==> config.mk <==
export PLATFORM = sky130hd
export DESIGN_NAME = error_check_engine_flat
export DESIGN_NICKNAME = d
export VERILOG_FILES = /design/src/crc_check_pkg.sv /design/src/crc_link_if.sv /design/src/error_check_engine.sv /design/src/flat_wrapper.sv
export SDC_FILE = /design/constraint.sdc
export NUM_CORES = 1
export LEC_CHECK = 0
export BUFFER_PORTS_ARGS = -buffer_cell sky130_fd_sc_hd__buf_2
export CORE_MARGIN = 2
export CORE_UTILIZATION = 65
export DETAILED_ROUTE_END_ITERATION = 12
export PLACE_DENSITY = 0.83
export REMOVE_ABC_BUFFERS = 1
export SYNTH_ARGS = -nofsm -noshare
export SYNTH_HDL_FRONTEND = slang
export SYNTH_SLANG_ARGS = --single-unit
==> constraint.sdc <==
create_clock -name clk -period 7.87 [get_ports clk]
set_clock_uncertainty 0.1 [all_clocks]
set_input_delay 0.3935 -clock clk [delete_from_list [all_inputs] [get_ports clk]]
set_output_delay 0.3935 -clock clk [all_outputs]
set_load 0.05 [all_outputs]
==> src/crc_check_pkg.sv <==
// Functional notes
// RULE1: load and shift only on readout clock rise
// RULE2: select high shifts one bit per rise
// RULE3: select low parallel loads from chosen source
// RULE4: source 0 loads the precomputed value
// RULE5: source 1 loads the computed signature
// RULE6: source ignored while shifting
// RULE7: mismatch flag timed by engine clock
// RULE8: mismatch raised when signature differs
// RULE9: user routes mismatch flag to a pin
// RULE10: one bit per clock, 31 shifts
// RULE11: serial bits inverted, user complements them
// RULE12: signature kept in 32-bit register
// RULE13: engine clocked by divided oscillator, 1..256
// RULE14: readout clock matches engine rate; host runs it at a fixed 16-clk period regardless of the divider
// RULE15: user synchronises mismatch flag before use
`default_nettype none
package crc_check_pkg;
  // ----------------------------------------
  // register map, byte offsets
  // ----------------------------------------
  localparam logic [7:0] ctrl_off    = 8'h00;
  localparam logic [7:0] status_off  = 8'h04;
  localparam logic [7:0] mask_off    = 8'h08;
  localparam logic [7:0] precrc_off  = 8'h0c;
  localparam logic [7:0] sig_off     = 8'h10;
  localparam logic [7:0] memaddr_off = 8'h14;
  localparam logic [7:0] memdata_off = 8'h18;
  // ----------------------------------------
  // fields and reset values
  // ----------------------------------------
  localparam int ctrl_en_bit   = 0;
  localparam int ctrl_div_lsb  = 8;
  localparam int stat_mis_bit  = 0;
  localparam int stat_pass_bit = 1;
  localparam int stat_w        = 2;
  localparam logic        ctrl_en_rst  = 1'b1;
  localparam logic [7:0]  ctrl_div_rst = 8'h00;
  localparam logic [31:0] precrc_rst   = 32'h0000_0000;
  // ----------------------------------------
  // engine
  // ----------------------------------------
  localparam int          word_w    = 32;
  localparam int          mem_depth = 8;
  localparam int          mem_aw    = 3;
  localparam logic [31:0] crc_poly  = 32'h04c1_1db7;
  localparam logic [31:0] crc_seed  = 32'hffff_ffff;
  // ----------------------------------------
  // readout timing
  // ----------------------------------------
  localparam int          clk_period_ns  = 100;
  localparam int          rd_half_ns     = 800;
  localparam int          rd_half_cyc    = (rd_half_ns + clk_period_ns - 1) / clk_period_ns;
  localparam logic [4:0]  rd_half        = 5'(rd_half_cyc);
  localparam logic [5:0]  rd_bits        = 6'h20;
endpackage
`default_nettype wire

==> src/crc_link_if.sv <==
`default_nettype none
interface crc_link_if;
  logic readout_clock;
  logic readout_shift_select;
  logic load_source;
  logic result_bit;
  logic crc_mismatch;
  modport device (
    input  readout_clock, readout_shift_select, load_source,
    output result_bit, crc_mismatch
  );
  modport host (
    output readout_clock, readout_shift_select, load_source,
    input  result_bit, crc_mismatch
  );
endinterface
`default_nettype wire

==> src/error_check_engine.sv <==
// Local design decisions: the register offsets and strobed register access.
`default_nettype none
module error_check_engine (
  input  wire logic        clk,
  input  wire logic        arst_n,
  crc_link_if.device       link,
  input  wire logic [7:0]  addr,
  input  wire logic [31:0] wdata,
  input  wire logic        wr,
  input  wire logic        rd,
  output var  logic [31:0] rdata,
  output var  logic        irq
);
  // ----------------------------------------
  // crc of one word, msb first
  // ----------------------------------------
  function automatic logic [31:0] crc_word(input logic [31:0] c, input logic [31:0] d);
    logic [31:0] r;
    r = c;
    for (int i = 31; i >= 0; i--)
    begin
      r = {r[30:0], 1'b0} ^ (crc_check_pkg::crc_poly & {32{r[31] ^ d[i]}});
    end
    return r;
  endfunction

  // ----------------------------------------
  // pin synchronisers
  // ----------------------------------------
  logic [2:0] s1_r;
  logic [2:0] s2_r;
  logic       rc_prev_r;
  logic       rc_rise;
  logic       sel_s;
  logic       src_s;
  always_ff @(posedge clk or negedge arst_n)
  begin
    if (!arst_n)
    begin
      s1_r      <= 3'h0;
      s2_r      <= 3'h0;
      rc_prev_r <= 1'b0;
    end
    else
    begin
      s1_r      <= {link.load_source, link.readout_shift_select, link.readout_clock};
      s2_r      <= s1_r;
      rc_prev_r <= s2_r[0];
    end
  end
  assign rc_rise = s2_r[0] & ~rc_prev_r;
  assign sel_s   = s2_r[1];
  assign src_s   = s2_r[2];

  // ----------------------------------------
  // registers and engine state
  // ----------------------------------------
  logic [31:0] mem_r [crc_check_pkg::mem_depth];
  logic [31:0] mem_nxt [crc_check_pkg::mem_depth];
  logic                                ctrl_en_r,  ctrl_en_nxt;
  logic [7:0]                          div_r,      div_nxt;
  logic [7:0]                          div_cnt_r,  div_cnt_nxt;
  logic [crc_check_pkg::stat_w-1:0]    status_r,   status_nxt;
  logic [crc_check_pkg::stat_w-1:0]    mask_r,     mask_nxt;
  logic [31:0]                         precrc_r,   precrc_nxt;
  logic [31:0]                         sig_r,      sig_nxt;
  logic [31:0]                         acc_r,      acc_nxt;
  logic [crc_check_pkg::mem_aw-1:0]    idx_r,      idx_nxt;
  logic [crc_check_pkg::mem_aw-1:0]    memaddr_r,  memaddr_nxt;
  logic                                mis_r,      mis_nxt;
  logic [31:0]                         sr_r,       sr_nxt;
  logic                                res_r,      res_nxt;
  logic [31:0]                         rdata_nxt;
  logic                                irq_nxt;
  logic                                tick;
  logic [31:0]                         acc_step;
  logic                                pass_end;
  logic [crc_check_pkg::stat_w-1:0]    ev;

  assign tick     = ctrl_en_r && (div_cnt_r == div_r); // RULE13
  assign acc_step = crc_word(acc_r, mem_r[idx_r]);
  assign pass_end = tick && (idx_r == crc_check_pkg::mem_aw'(crc_check_pkg::mem_depth - 1));

  // ----------------------------------------
  // next state
  // ----------------------------------------
  always_comb
  begin
    ctrl_en_nxt = ctrl_en_r;
    // hold every register except the divider counter, rdata, irq and res_r unless told otherwise
    div_nxt     = div_r;
    mask_nxt    = mask_r;
    precrc_nxt  = precrc_r;
    memaddr_nxt = memaddr_r;
    mem_nxt     = mem_r;
    div_cnt_nxt = tick ? 8'h00 : (ctrl_en_r ? div_cnt_r + 8'h01 : 8'h00);
    acc_nxt     = acc_r;
    idx_nxt     = idx_r;
    sig_nxt     = sig_r;
    mis_nxt     = mis_r;
    ev          = '0;
    if (tick)
    begin
      acc_nxt = pass_end ? crc_check_pkg::crc_seed : acc_step;
      idx_nxt = idx_r + 1'b1;
      if (pass_end)
      begin
        sig_nxt = acc_step; // RULE12
        mis_nxt = (acc_step != precrc_r); // RULE8 RULE7
        ev[crc_check_pkg::stat_pass_bit] = 1'b1;
        ev[crc_check_pkg::stat_mis_bit]  = (acc_step != precrc_r) && !mis_r;
      end
    end
    status_nxt = status_r;
    if (wr)
    begin
      unique case (addr)
        crc_check_pkg::ctrl_off:
        begin
          ctrl_en_nxt = wdata[crc_check_pkg::ctrl_en_bit];
          div_nxt     = wdata[crc_check_pkg::ctrl_div_lsb +: 8];
        end
        crc_check_pkg::status_off:  status_nxt  = status_r & ~wdata[crc_check_pkg::stat_w-1:0];
        crc_check_pkg::mask_off:    mask_nxt    = wdata[crc_check_pkg::stat_w-1:0];
        crc_check_pkg::precrc_off:  precrc_nxt  = wdata;
        crc_check_pkg::memaddr_off: memaddr_nxt = wdata[crc_check_pkg::mem_aw-1:0];
        crc_check_pkg::memdata_off: mem_nxt[memaddr_r] = wdata;
        default:                    ctrl_en_nxt = ctrl_en_r;
      endcase
    end
    status_nxt = status_nxt | ev;
    irq_nxt    = |(status_nxt & mask_nxt);
    rdata_nxt  = 32'h0000_0000;
    if (rd)
    begin
      unique case (addr)
        crc_check_pkg::ctrl_off:    rdata_nxt = {16'h0000, div_r, 7'h00, ctrl_en_r};
        crc_check_pkg::status_off:  rdata_nxt = 32'(status_r);
        crc_check_pkg::mask_off:    rdata_nxt = 32'(mask_r);
        crc_check_pkg::precrc_off:  rdata_nxt = precrc_r;
        crc_check_pkg::sig_off:     rdata_nxt = sig_r;
        crc_check_pkg::memaddr_off: rdata_nxt = 32'(memaddr_r);
        crc_check_pkg::memdata_off: rdata_nxt = mem_r[memaddr_r];
        default:                    rdata_nxt = 32'h0000_0000;
      endcase
    end
    // readout shift register
    sr_nxt = sr_r;
    if (rc_rise) // RULE1
    begin
      if (sel_s)
        sr_nxt = {sr_r[30:0], 1'b0}; // RULE2 RULE6 RULE10
      else if (src_s)
        sr_nxt = sig_r; // RULE3 RULE5
      else
        sr_nxt = precrc_r; // RULE4
    end
    res_nxt = ~sr_nxt[31]; // RULE11
  end

  // ----------------------------------------
  // registers
  // ----------------------------------------
  always_ff @(posedge clk or negedge arst_n)
  begin
    if (!arst_n)
    begin
      ctrl_en_r <= crc_check_pkg::ctrl_en_rst;
      div_r     <= crc_check_pkg::ctrl_div_rst;
      div_cnt_r <= 8'h00;
      status_r  <= '0;
      mask_r    <= '0;
      precrc_r  <= crc_check_pkg::precrc_rst;
      sig_r     <= 32'h0000_0000;
      acc_r     <= crc_check_pkg::crc_seed;
      idx_r     <= '0;
      memaddr_r <= '0;
      mis_r     <= 1'b0;
      sr_r      <= 32'h0000_0000;
      res_r     <= 1'b1;
      rdata     <= 32'h0000_0000;
      irq       <= 1'b0;
      for (int i = 0; i < crc_check_pkg::mem_depth; i++)
      begin
        mem_r[i] <= 32'h0000_0000;
      end
    end
    else
    begin
      ctrl_en_r <= ctrl_en_nxt;
      div_r     <= div_nxt;
      div_cnt_r <= div_cnt_nxt;
      status_r  <= status_nxt;
      mask_r    <= mask_nxt;
      precrc_r  <= precrc_nxt;
      sig_r     <= sig_nxt;
      acc_r     <= acc_nxt;
      idx_r     <= idx_nxt;
      memaddr_r <= memaddr_nxt;
      mis_r     <= mis_nxt;
      sr_r      <= sr_nxt;
      res_r     <= res_nxt;
      rdata     <= rdata_nxt;
      irq       <= irq_nxt;
      mem_r     <= mem_nxt;
    end
  end

  assign link.result_bit   = res_r;
  assign link.crc_mismatch = mis_r; // RULE7
endmodule // error_check_engine
`default_nettype wire

==> src/flat_wrapper.sv <==
// flat-port wrapper written by rule: the top's interface ports become plain ports
module error_check_engine_flat 
  (clk, arst_n, addr, wdata, wr, rd, rdata, irq, link_readout_clock, link_readout_shift_select, link_load_source, link_result_bit, link_crc_mismatch);
  crc_link_if link_i ();
  input  wire logic clk;
  input  wire logic arst_n;
  input  wire logic [7:0] addr;
  input  wire logic [31:0] wdata;
  input  wire logic wr;
  input  wire logic rd;
  output var  logic [31:0] rdata;
  output var  logic irq;
  input wire logic [$bits(link_i.readout_clock)-1:0] link_readout_clock;
  input wire logic [$bits(link_i.readout_shift_select)-1:0] link_readout_shift_select;
  input wire logic [$bits(link_i.load_source)-1:0] link_load_source;
  output wire logic [$bits(link_i.result_bit)-1:0] link_result_bit;
  output wire logic [$bits(link_i.crc_mismatch)-1:0] link_crc_mismatch;
  assign link_i.readout_clock = link_readout_clock;
  assign link_i.readout_shift_select = link_readout_shift_select;
  assign link_i.load_source = link_load_source;
  assign link_result_bit = link_i.result_bit;
  assign link_crc_mismatch = link_i.crc_mismatch;
  error_check_engine u_core (.clk(clk), .arst_n(arst_n), .link(link_i), .addr(addr), .wdata(wdata), .wr(wr), .rd(rd), .rdata(rdata), .irq(irq));
endmodule
== Word-level counts from Yosys, hierarchy flattened ==
Cells that the tools add are included.

* Bits in registers: 453

* $lt $le $gt $ge: 3
* Reduce and logical (&&, ||, !) cells: 12
* Bitwise operators: 73
* Add/subtract/negate cells: 2
* Eq/ne operators: 9
* Mux-type cells: 23

{| class="wikitable"
|+ Operators with widths
! cell !! number
|-
| $xor A32 B27 Y32 || 32
|-
| $mux W32 || 10
|-
| $bwmux W256 || 1
|-
| $pmux W32 S7 || 1
|-
| $bmux W32 S3 || 2
|-
| $demux W32 S3 || 1
|-
| $ne A32 B32 Y1 || 1
|-
| $xor A1 B1 Y1 || 32
|-
| $eq A8 B5 Y1 const B || 3
|-
| $eq A8 B4 Y1 const B || 2
|-
| $mux W8 || 2
|-
| $mux W2 || 6
|-
| $reduce_and A2 Y1 || 5
|-
| $add A8 B1 Y8 const B || 1
|-
| $eq A8 B3 Y1 const B || 1
|-
| $eq A8 B8 Y1 || 1
|-
| $ge A4 B4 Y1 const B || 2
|-
| $logic_not A8 Y1 || 1
|-
| $not A3 Y4 || 2
|-
| $and A2 B2 Y2 || 2
|-
| $logic_and A1 B1 Y1 || 4
|-
| $lt A4 B1 Y1 const B || 1
|-
| $add A3 B1 Y3 const B || 1
|-
| $eq A3 B3 Y1 const B || 1
|-
| other kinds (6) || 7
|}

== Longest topological paths before layout ==
Gate-level depths: netlist of the first run.

* Depth in word-level cells: 75
* Gate-level depth with buffers: 22
* Mapped depth without buffers: 16

== Worst setup path before layout of the first run ==
Ideal clock, no wire load.

* Path type: register to register
* Start: register u_core.idx_r[0] in the netlist's numbering
* End: register u_core.irq
* Setup time: 0.121 ns
* Clock period less this slack: 5.448 ns
* Setup slack: 2.422 ns
* Stages on the path, launching flop included: 22
* Data required time: 7.649 ns
* Data arrival time: 5.227 ns
* Path through: dfrtp_1 buf_4 buf_8 buf_8 buf_8 buf_8 buf_8 mux4_2 mux2i_1 xor2_1 xnor3_1 xnor2_1 xor3_4 xnor2_1 xor2_2 xnor2_2 xnor2_1 or4_1 nor4_1 and4_4 o31ai_2 a22o_1

* Cells in the longest elaborated chain, start to end: 49
* Elaborated cells on any way between the ends: 77

{| class="wikitable"
|+ RTL lines
! what !! RTL line !! text
|-
| from (decl) || error_check_engine.sv:68 || <nowiki>logic [crc_check_pkg::mem_aw-1:0] idx_r, idx_nxt;</nowiki>
|-
| from (signal assigned) || error_check_engine.sv:198 || <nowiki>idx_r <= idx_nxt;</nowiki>
|-
| $not A3 Y4 (not written as such) || error_check_engine.sv:81 || <nowiki>assign acc_step = crc_word(acc_r, mem_r[idx_r]);</nowiki>
|-
| $bmux W32 S3 || error_check_engine.sv:81 ||
|-
| $mux W32 (not written as such) (2 in a row) || error_check_engine.sv:81 ||
|-
| $xor A1 B1 Y1 || error_check_engine.sv:22 || <nowiki>r = {r[30:0], 1'b0} ^ (crc_check_pkg::crc_poly & {32{r[31] ^ d[i]}});</nowiki>
|-
| $xor A32 B27 Y32 (6 in a row) || error_check_engine.sv:22 ||
|-
| $xor A1 B1 Y1 || error_check_engine.sv:22 ||
|-
| $xor A32 B27 Y32 (6 in a row) || error_check_engine.sv:22 ||
|-
| $xor A1 B1 Y1 || error_check_engine.sv:22 ||
|-
| (+24 left out) || -- ||
|-
| $logic_and A1 B1 Y1 || error_check_engine.sv:111 || <nowiki>ev[crc_check_pkg::stat_mis_bit] = (acc_step != precrc_r) && !mis_r;</nowiki>
|-
| $mux W2 * || error_check_engine.sv:106 || <nowiki>if (pass_end)</nowiki>
|-
| $mux W2 * || error_check_engine.sv:102 || <nowiki>if (tick)</nowiki>
|-
| $or A2 B2 Y2 * || error_check_engine.sv:131 || <nowiki>status_nxt = status_nxt | ev;</nowiki>
|-
| named net u_core.status_nxt, one bit || error_check_engine.sv:63 || <nowiki>logic [crc_check_pkg::stat_w-1:0] status_r, status_nxt;</nowiki>
|-
| $and A2 B2 Y2 * || error_check_engine.sv:132 || <nowiki>irq_nxt = |(status_nxt & mask_nxt);</nowiki>
|-
| $reduce_or A2 Y1 * || error_check_engine.sv:132 ||
|-
| named net u_core.irq_nxt || error_check_engine.sv:74 || <nowiki>logic irq_nxt;</nowiki>
|-
| to (signal assigned) || error_check_engine.sv:204 || <nowiki>irq <= irq_nxt;</nowiki>
|-
| to (decl) || error_check_engine.sv:12 || <nowiki>output var logic irq</nowiki>
|}

Mark *: on every way through the listed nets, which the timed path passes. The rest lies on a longest branch. The select of a mux whose other input is x is not followed.
A chain may end at the register's enable or synchronous reset.

== Worst setup path after layout of the first run ==
* Start: register u_core.idx_r[1] in the netlist's numbering
* End: register u_core.irq

Same word-level chain as after synthesis.

==> results.md, run 1 <==
* CP max FO at 26
* Via density at just under 7
* Crit-path max cell delay at slightly below 0.8 ns
* Synth Area in Adders at less than 1%
* Status: finished clean
* Synth Area in Compound Gates at approximately 9.8%
* Clk buf depth at 3
* Post-route antenna net violation count at 0
* Largest family of logic cells by synthesized area: multiplexers
* Syn Area/Cell at 12.5 um^2
* DR WL/cell at 28.1 um
* GRT overflow at 0
* Max-cap violations at 0
* CTS H-tree depth at 2
* # diodes at 0
* Die ar. at between 0.04 and 0.05 mm^2
* Clock transition at path regs at ~0.060 ns
* CTS resizes at 0
* Worst setup SP type: register
* Worst slew pin tran at between 1 and 1.5 ns
* CP top delay family: XOR/XNOR gates
* Io pins at 82
* Post-synth EDFFs at 0
* Most frequent cells in the layout: dfrtp_1, mux2_2, xnor2_1
* Critical path endpoint category: register
* Largest net degree at the start of global routing at between 100 and 150
* DRC at 0
* Distinct cells, synth at 64
* Worst Path Required at 8.25 ns
* CTS Buf Count at 49
* Final Critical Period at 6.73 ns
* First-pass iteration count of the detailed router at 6
* Warning count from the yosys run at 0
* Register area at between 0.01 and 0.015 mm^2
* Xor/xnor cell area share of the yosys netlist at approximately 17%
* Fill cells at 2612
* CP cell instances: nand2_1 -> o22ai_1 -> a221oi_2 -> xnor2_2 -> xnor3_2 -> xor2_4 -> xnor3_1 -> xnor3_2 -> xnor2_2 -> buf_4 -> xnor3_1 -> a32oi_1 -> o21ai_0 -> a211oi_1 -> and4_4 -> o31ai_2 -> a22o_1
* CP Buf/Inv Count at 1
* Setup violators final at 0
* Die height at 202 um
* CP arrival at between 7 and 8 ns
* I/O Buffers at 81
* Final Worst Setup Slack at 1.14 ns
* Initial core utilization at 66.0%
* Multi-input combinational cell area at between 0.01 and 0.015 mm^2
* Post-synthesis mux area share at 20.7%
* Synthesis-stage register bit count at 453
* GPL Wtd Cong at approximately 0.98
* CTS tree: yes
* Worst skew pair latency at 0.61 ns
* Number of global-route vias before repair at between 15000 and 20000
* Fin nets at about 2100
* Post-Synth Simple-Gate Area at between 5 and 6%
* Core Region at between 0.03 and 0.04 mm^2
* Total negative slack at 0 ns
* Final Hold Fails at 0
* Synth Cell Area at between 0.02 and 0.03 mm^2
* DRT iter0 DRCs at ~2100
* Routed WL at roughly 74000 um
* First-pass GRT wire length at between 100000 and 150000 um
* Initial antenna violation count at 0
* Hold Crit Class: input pin to register
* Rows at 72
* Clock sinks at 453
* Via count at approximately 18000
* Die Span X at 202 um
* Final count of pins violating max slew at 0
* Final Cycle Share at a little under nine tenths
* Critical path class: register to register
* Clock root cell: clkbuf_16
* Detailed placement HPWL at roughly 48000 um
* Post-Place Worst Slack at ~1.3 ns
* Tot GR Track Use at between 30 and 40%
* Register area share after synthesis at between 40 and 50%
* Unrepaired setup endpoints after global routing: no
* Post-synth top flop: dfrtp_1
* Layout cells sized above 1 at approximately a third
* Worst slew margin at about 16%
* Synthesized instance count at slightly above 2000
* FFs w/ async S/R, synth at between 90% and 100%
* Most common cell after layout, fill and taps aside: dfrtp_1
* Slowest-stage cell, CP: dfrtp_2
* Synth-to-Final Area Change at 10.1%
* Achievable frequency at between 0.1 and 0.15 GHz
[worst reg2reg max path, delay by kind of cell (launching register included)]
kind                      cells  cell delay, ns
DFF                           1            0.79
AOI/OAI and AO/OA             7            1.45
buffers and inverters         1            0.25
xor gates and xnor gates      7            3.13
and+or+nand+nor               2            0.88
[cell type report]
| type | count | area share, % |
|---|---|---|
| multi-input cells | 1449 | 48.4 |
| flip-flops and latches | 453 | 40.4 |
| clock buffers | 74 | 5.22 |
| repair buffers | 122 | 2.69 |
| well taps | 518 | 2.30 |
| clock inverters | 17 | 0.875 |
| inverters | 2 | 0.0267 |
[layer usage]
layer  routed length [um]  track usage [%]
met2                34700             57.4
met1                29300             50.5
met4                 2790             14.4
met3                 7250             8.29
met5                    0                0
[flip-flops by register name (all words and copies together), names as in the netlist, 3 cells and up]
name and flops:
u_core.div_r 8, u_core.mem_r 256, u_core.precrc_r 32, u_core.acc_r 32
u_core.div_cnt_r 8, u_core.s2_r 3, u_core.sr_r 32, u_core.idx_r 3
u_core.sig_r 32, u_core.s1_r 3, u_core.memaddr_r 3, u_core.rdata 32
[per-stage QoR]
step                      instance area (um^2)  util, %  hold slack (ns)  std cells
after floorplan                          24900        -         -0.00209       1904
after global routing                     28200     72.7           0.0443       2635
after global placement                   26400     68.2            0.244       2540
after detailed placement                 26400     68.2            0.240       2540
after CTS                                28200     72.7           0.0148       2635
final                                    28200     72.7           0.0405       2635
[timing repair]
action	CTS	global route
setup buffers	0	0
hold buffers	4	0
hold endpoints to repair	113	0
[synth_stat cells (34+ instances only)]
cell type  number  area [um^2]
xnor3_1        54         1220
mux2i_1        89          891
xnor2_1       149         1310
nand2_1       107          402
nor2_1         98          368
a22oi_1        98          736
xor2_1         60          526
dfrtp_1       419        10500
buf_1          46          173
mux2_2        344         3870
a21oi_1        64          320
dfstp_2        34          893
o21ai_0        62          310
clkbuf_1       71          267
[cell families after synthesis]
kind of cell,count (synthesis)
adder cells (fa/ha/maj),3
AO/OA/AOI/OAI,350
flip-flops,453
AND/OR/NAND/NOR,317
buffers and inverters,138
multiplexers,457
XOR/XNOR,322
[worst paths after layout]
kind,end,slack (ns),from,depth (start not counted)
setup reg to reg,u_core.irq,1.14,u_core.idx_r[1],17
min in group asynchronous,u_core.rdata[27],0.38,arst_n,2
setup / recovery,u_core.irq,1.14,u_core.idx_r[1],17
hold reg to reg,u_core.s2_r[0],0.26,u_core.s1_r[0],0
max in group asynchronous,u_core.idx_r[1],5.90,arst_n,3
hold / removal,u_core.precrc_r[23],0.04,wdata[23],2
Power of run 1 is left out: the tool's default activity adds up to more than one toggle a clock period on the data nets, which glitch-free logic cannot reach.
==> run 2, diff against run 1 <==
--- a/config.mk
+++ b/config.mk
@@ -6,10 +6,12 @@
 export NUM_CORES = 1
 export LEC_CHECK = 0
 export BUFFER_PORTS_ARGS = -buffer_cell sky130_fd_sc_hd__buf_2
+export CELL_PAD_IN_SITES_DETAIL_PLACEMENT = 0
+export CELL_PAD_IN_SITES_GLOBAL_PLACEMENT = 2
 export CORE_MARGIN = 2
-export CORE_UTILIZATION = 65
+export CORE_UTILIZATION = 48
 export DETAILED_ROUTE_END_ITERATION = 12
-export PLACE_DENSITY = 0.83
+export PLACE_DENSITY_LB_ADDON = 0.1
 export REMOVE_ABC_BUFFERS = 1
 export SYNTH_ARGS = -nofsm -noshare
 export SYNTH_HDL_FRONTEND = slang
==> results.md, run 2 (same netlist as run 1, synthesis figures left out) <==
* Status: finished clean
* First-pass GRT wire length at 120000 um (+6.2%)
* Dpl cells at 2716 (+6.9%)
* Via density at 6.18 (-9.7%)
* Worst Path Required at 8.26 ns (about the same)
* Routed WL at 81400 um (+10%)
* Io pins at 82 (unchanged)
* Critical path endpoint category: register
* Synth-to-Final Area Change at 11.8%
* Core Region at 0.0527 mm^2 (+36%)
* Slowest-stage cell, CP: dfrtp_4
* Worst skew pair latency at 0.62 ns (about the same)
* Hold WS at 0.0402 ns (-0.000345 ns)
* Final count of pins violating max slew at 0 (unchanged)
* Die ar. at 0.0551 mm^2 (+35%)
* Crit-path max cell delay at 0.95 ns (+0.16 ns)
* CTS tree: yes
* I/O Buffers at 81 (unchanged)
* Post-route antenna net violation count at 0 (unchanged)
* Reg with most FFs: u_core.mem_r
* Initial antenna violation count at 3 (+3)
* Max-cap violations at 0 (unchanged)
* Finished Layout Cells at 2821 (+7.1%)
* First-pass iteration count of the detailed router at 8 (+2)
* Clk buf depth at 3 (unchanged)
* Most common cell after layout, fill and taps aside: dfrtp_1
* Worst slew margin at 25.5% (+9.3 points)
* Final Hold Fails at 0 (unchanged)
* CTS Buf Count at 53 (+8.2%)
* Layout cells sized above 1 at 33.1% (+0.57 points)
* Fill cells at 4492 (+72%)
* Final Critical Period at 6.95 ns (+0.228 ns)
* Tot GR Track Use at 29.4% (-7.4 points)
* Worst slew pin tran at 1.12 ns (-0.138 ns)
* Unrepaired setup endpoints after global routing: no
* Final Cycle Share at 88.4% (+2.9 points)
* Setup violators final at 0 (unchanged)
* CP cell instances: nand2_1 -> o22ai_1 -> a221oi_2 -> xnor2_2 -> xnor3_2 -> xor2_4 -> xnor3_1 -> xnor3_2 -> xnor2_2 -> xnor3_1 -> xnor2_1 -> nand4_1 -> nor4_1 -> and4_4 -> o31ai_2 -> a22o_1
* Finished Cell Area at 0.0286 mm^2 (+1.5%)
* Worst setup SP type: register
* DR WL/cell at 28.9 um (+2.8%)
* CP top delay family: XOR/XNOR gates
* Achievable frequency at 0.144 GHz (-3.3%)
* Rows at 84 (+17%)
* Total negative slack at 0 ns (unchanged)
* Clock root cell: clkbuf_16
* Critical path class: register to register
* Clock transition at path regs at 0.06 ns (about the same)
* DRC at 0 (unchanged)
* Via count at 17443 (-3.4%)
* Largest net degree at the start of global routing at 152 (+7.8%)
* Max reg flops at 256 (unchanged)
* Number of global-route vias before repair at 17466 (-5.0%)
* Clock sinks at 453 (unchanged)
* DRT iter0 DRCs at 1613 (-24%)
* Hold Crit Class: input pin to register
* Die Span X at 235 um (+16%)
* Most frequent cells in the layout: dfrtp_1, mux2_2, xnor2_1
* Dpl cell area at 0.0267 mm^2 (+0.95%)
* Detailed placement HPWL at 54400 um (+13%)
* Initial core utilization at 48.5% (-17 points)
* Fin nets at 2137 (+0.47%)
* CP arrival at 7.35 ns (+0.25 ns)
* GRT overflow at 0 (unchanged)
* CP Buf/Inv Count at 0 (-1)
* GPL Wtd Cong at 0.926 (-5.1%)
* Die height at 235 um (+16%)
* CTS H-tree depth at 2 (unchanged)
* CP max FO at 53 (+100%)
==> run 2: worst paths after layout <==
check	endpoint	slack, ns	cells after the start	start
hold reg to reg	u_core.s2_r[0]	0.25	0	u_core.s1_r[0]
setup reg to reg	u_core.irq	0.92	16	u_core.idx_r[0]
setup / recovery	u_core.irq	0.92	16	u_core.idx_r[0]
max in group asynchronous	u_core.idx_r[1]	5.79	3	arst_n
hold / removal	u_core.precrc_r[4]	0.04	2	wdata[4]
min in group asynchronous	u_core.rdata[20]	0.31	2	arst_n
==> run 2: routing by layer <==
metal	track usage, %	up-vias	share of wire [%]
met1	42.6	9071	46
met3	6.84	128	7.3
met4	8.61	6	2.7
met5	1.39	-	0.15
li1	-	7595	-
met2	43.9	643	44
==> run 2: timing repair <==
action | CTS | global route
resized for setup | 0 | 0
hold endpoints to repair | 95 | 0
setup endpoints to repair | 0 | 0
hold buffers | 4 | 0
buffers inserted | 0 | 0
==> run 2: metrics by stage <==
step / worst slack [ns] / utilization [%]
after CTS: 0.960 / 54.3
final: 0.916 / 54.3
after floorplan: 0.186 / -
after global placement: 1.10 / 50.6
after global routing: 0.642 / 54.3
after detailed placement: 0.992 / 50.6
==> run 2: area by class of cell <==
class,instances,area [um^2],area share [%]
Timing Repair Buffer,128,791,2.77
Tap cell,688,861,3.01
Clock buffer,73,1530,5.36
Sequential cell,453,11400,39.8
Inverter,2,7.51,0.0263
Antenna cell,1,2.50,0.00875
Clock inverter,27,359,1.26
Multi-Input combinational cell,1449,13600,47.7
Power of run 2 is left out for the same reason.
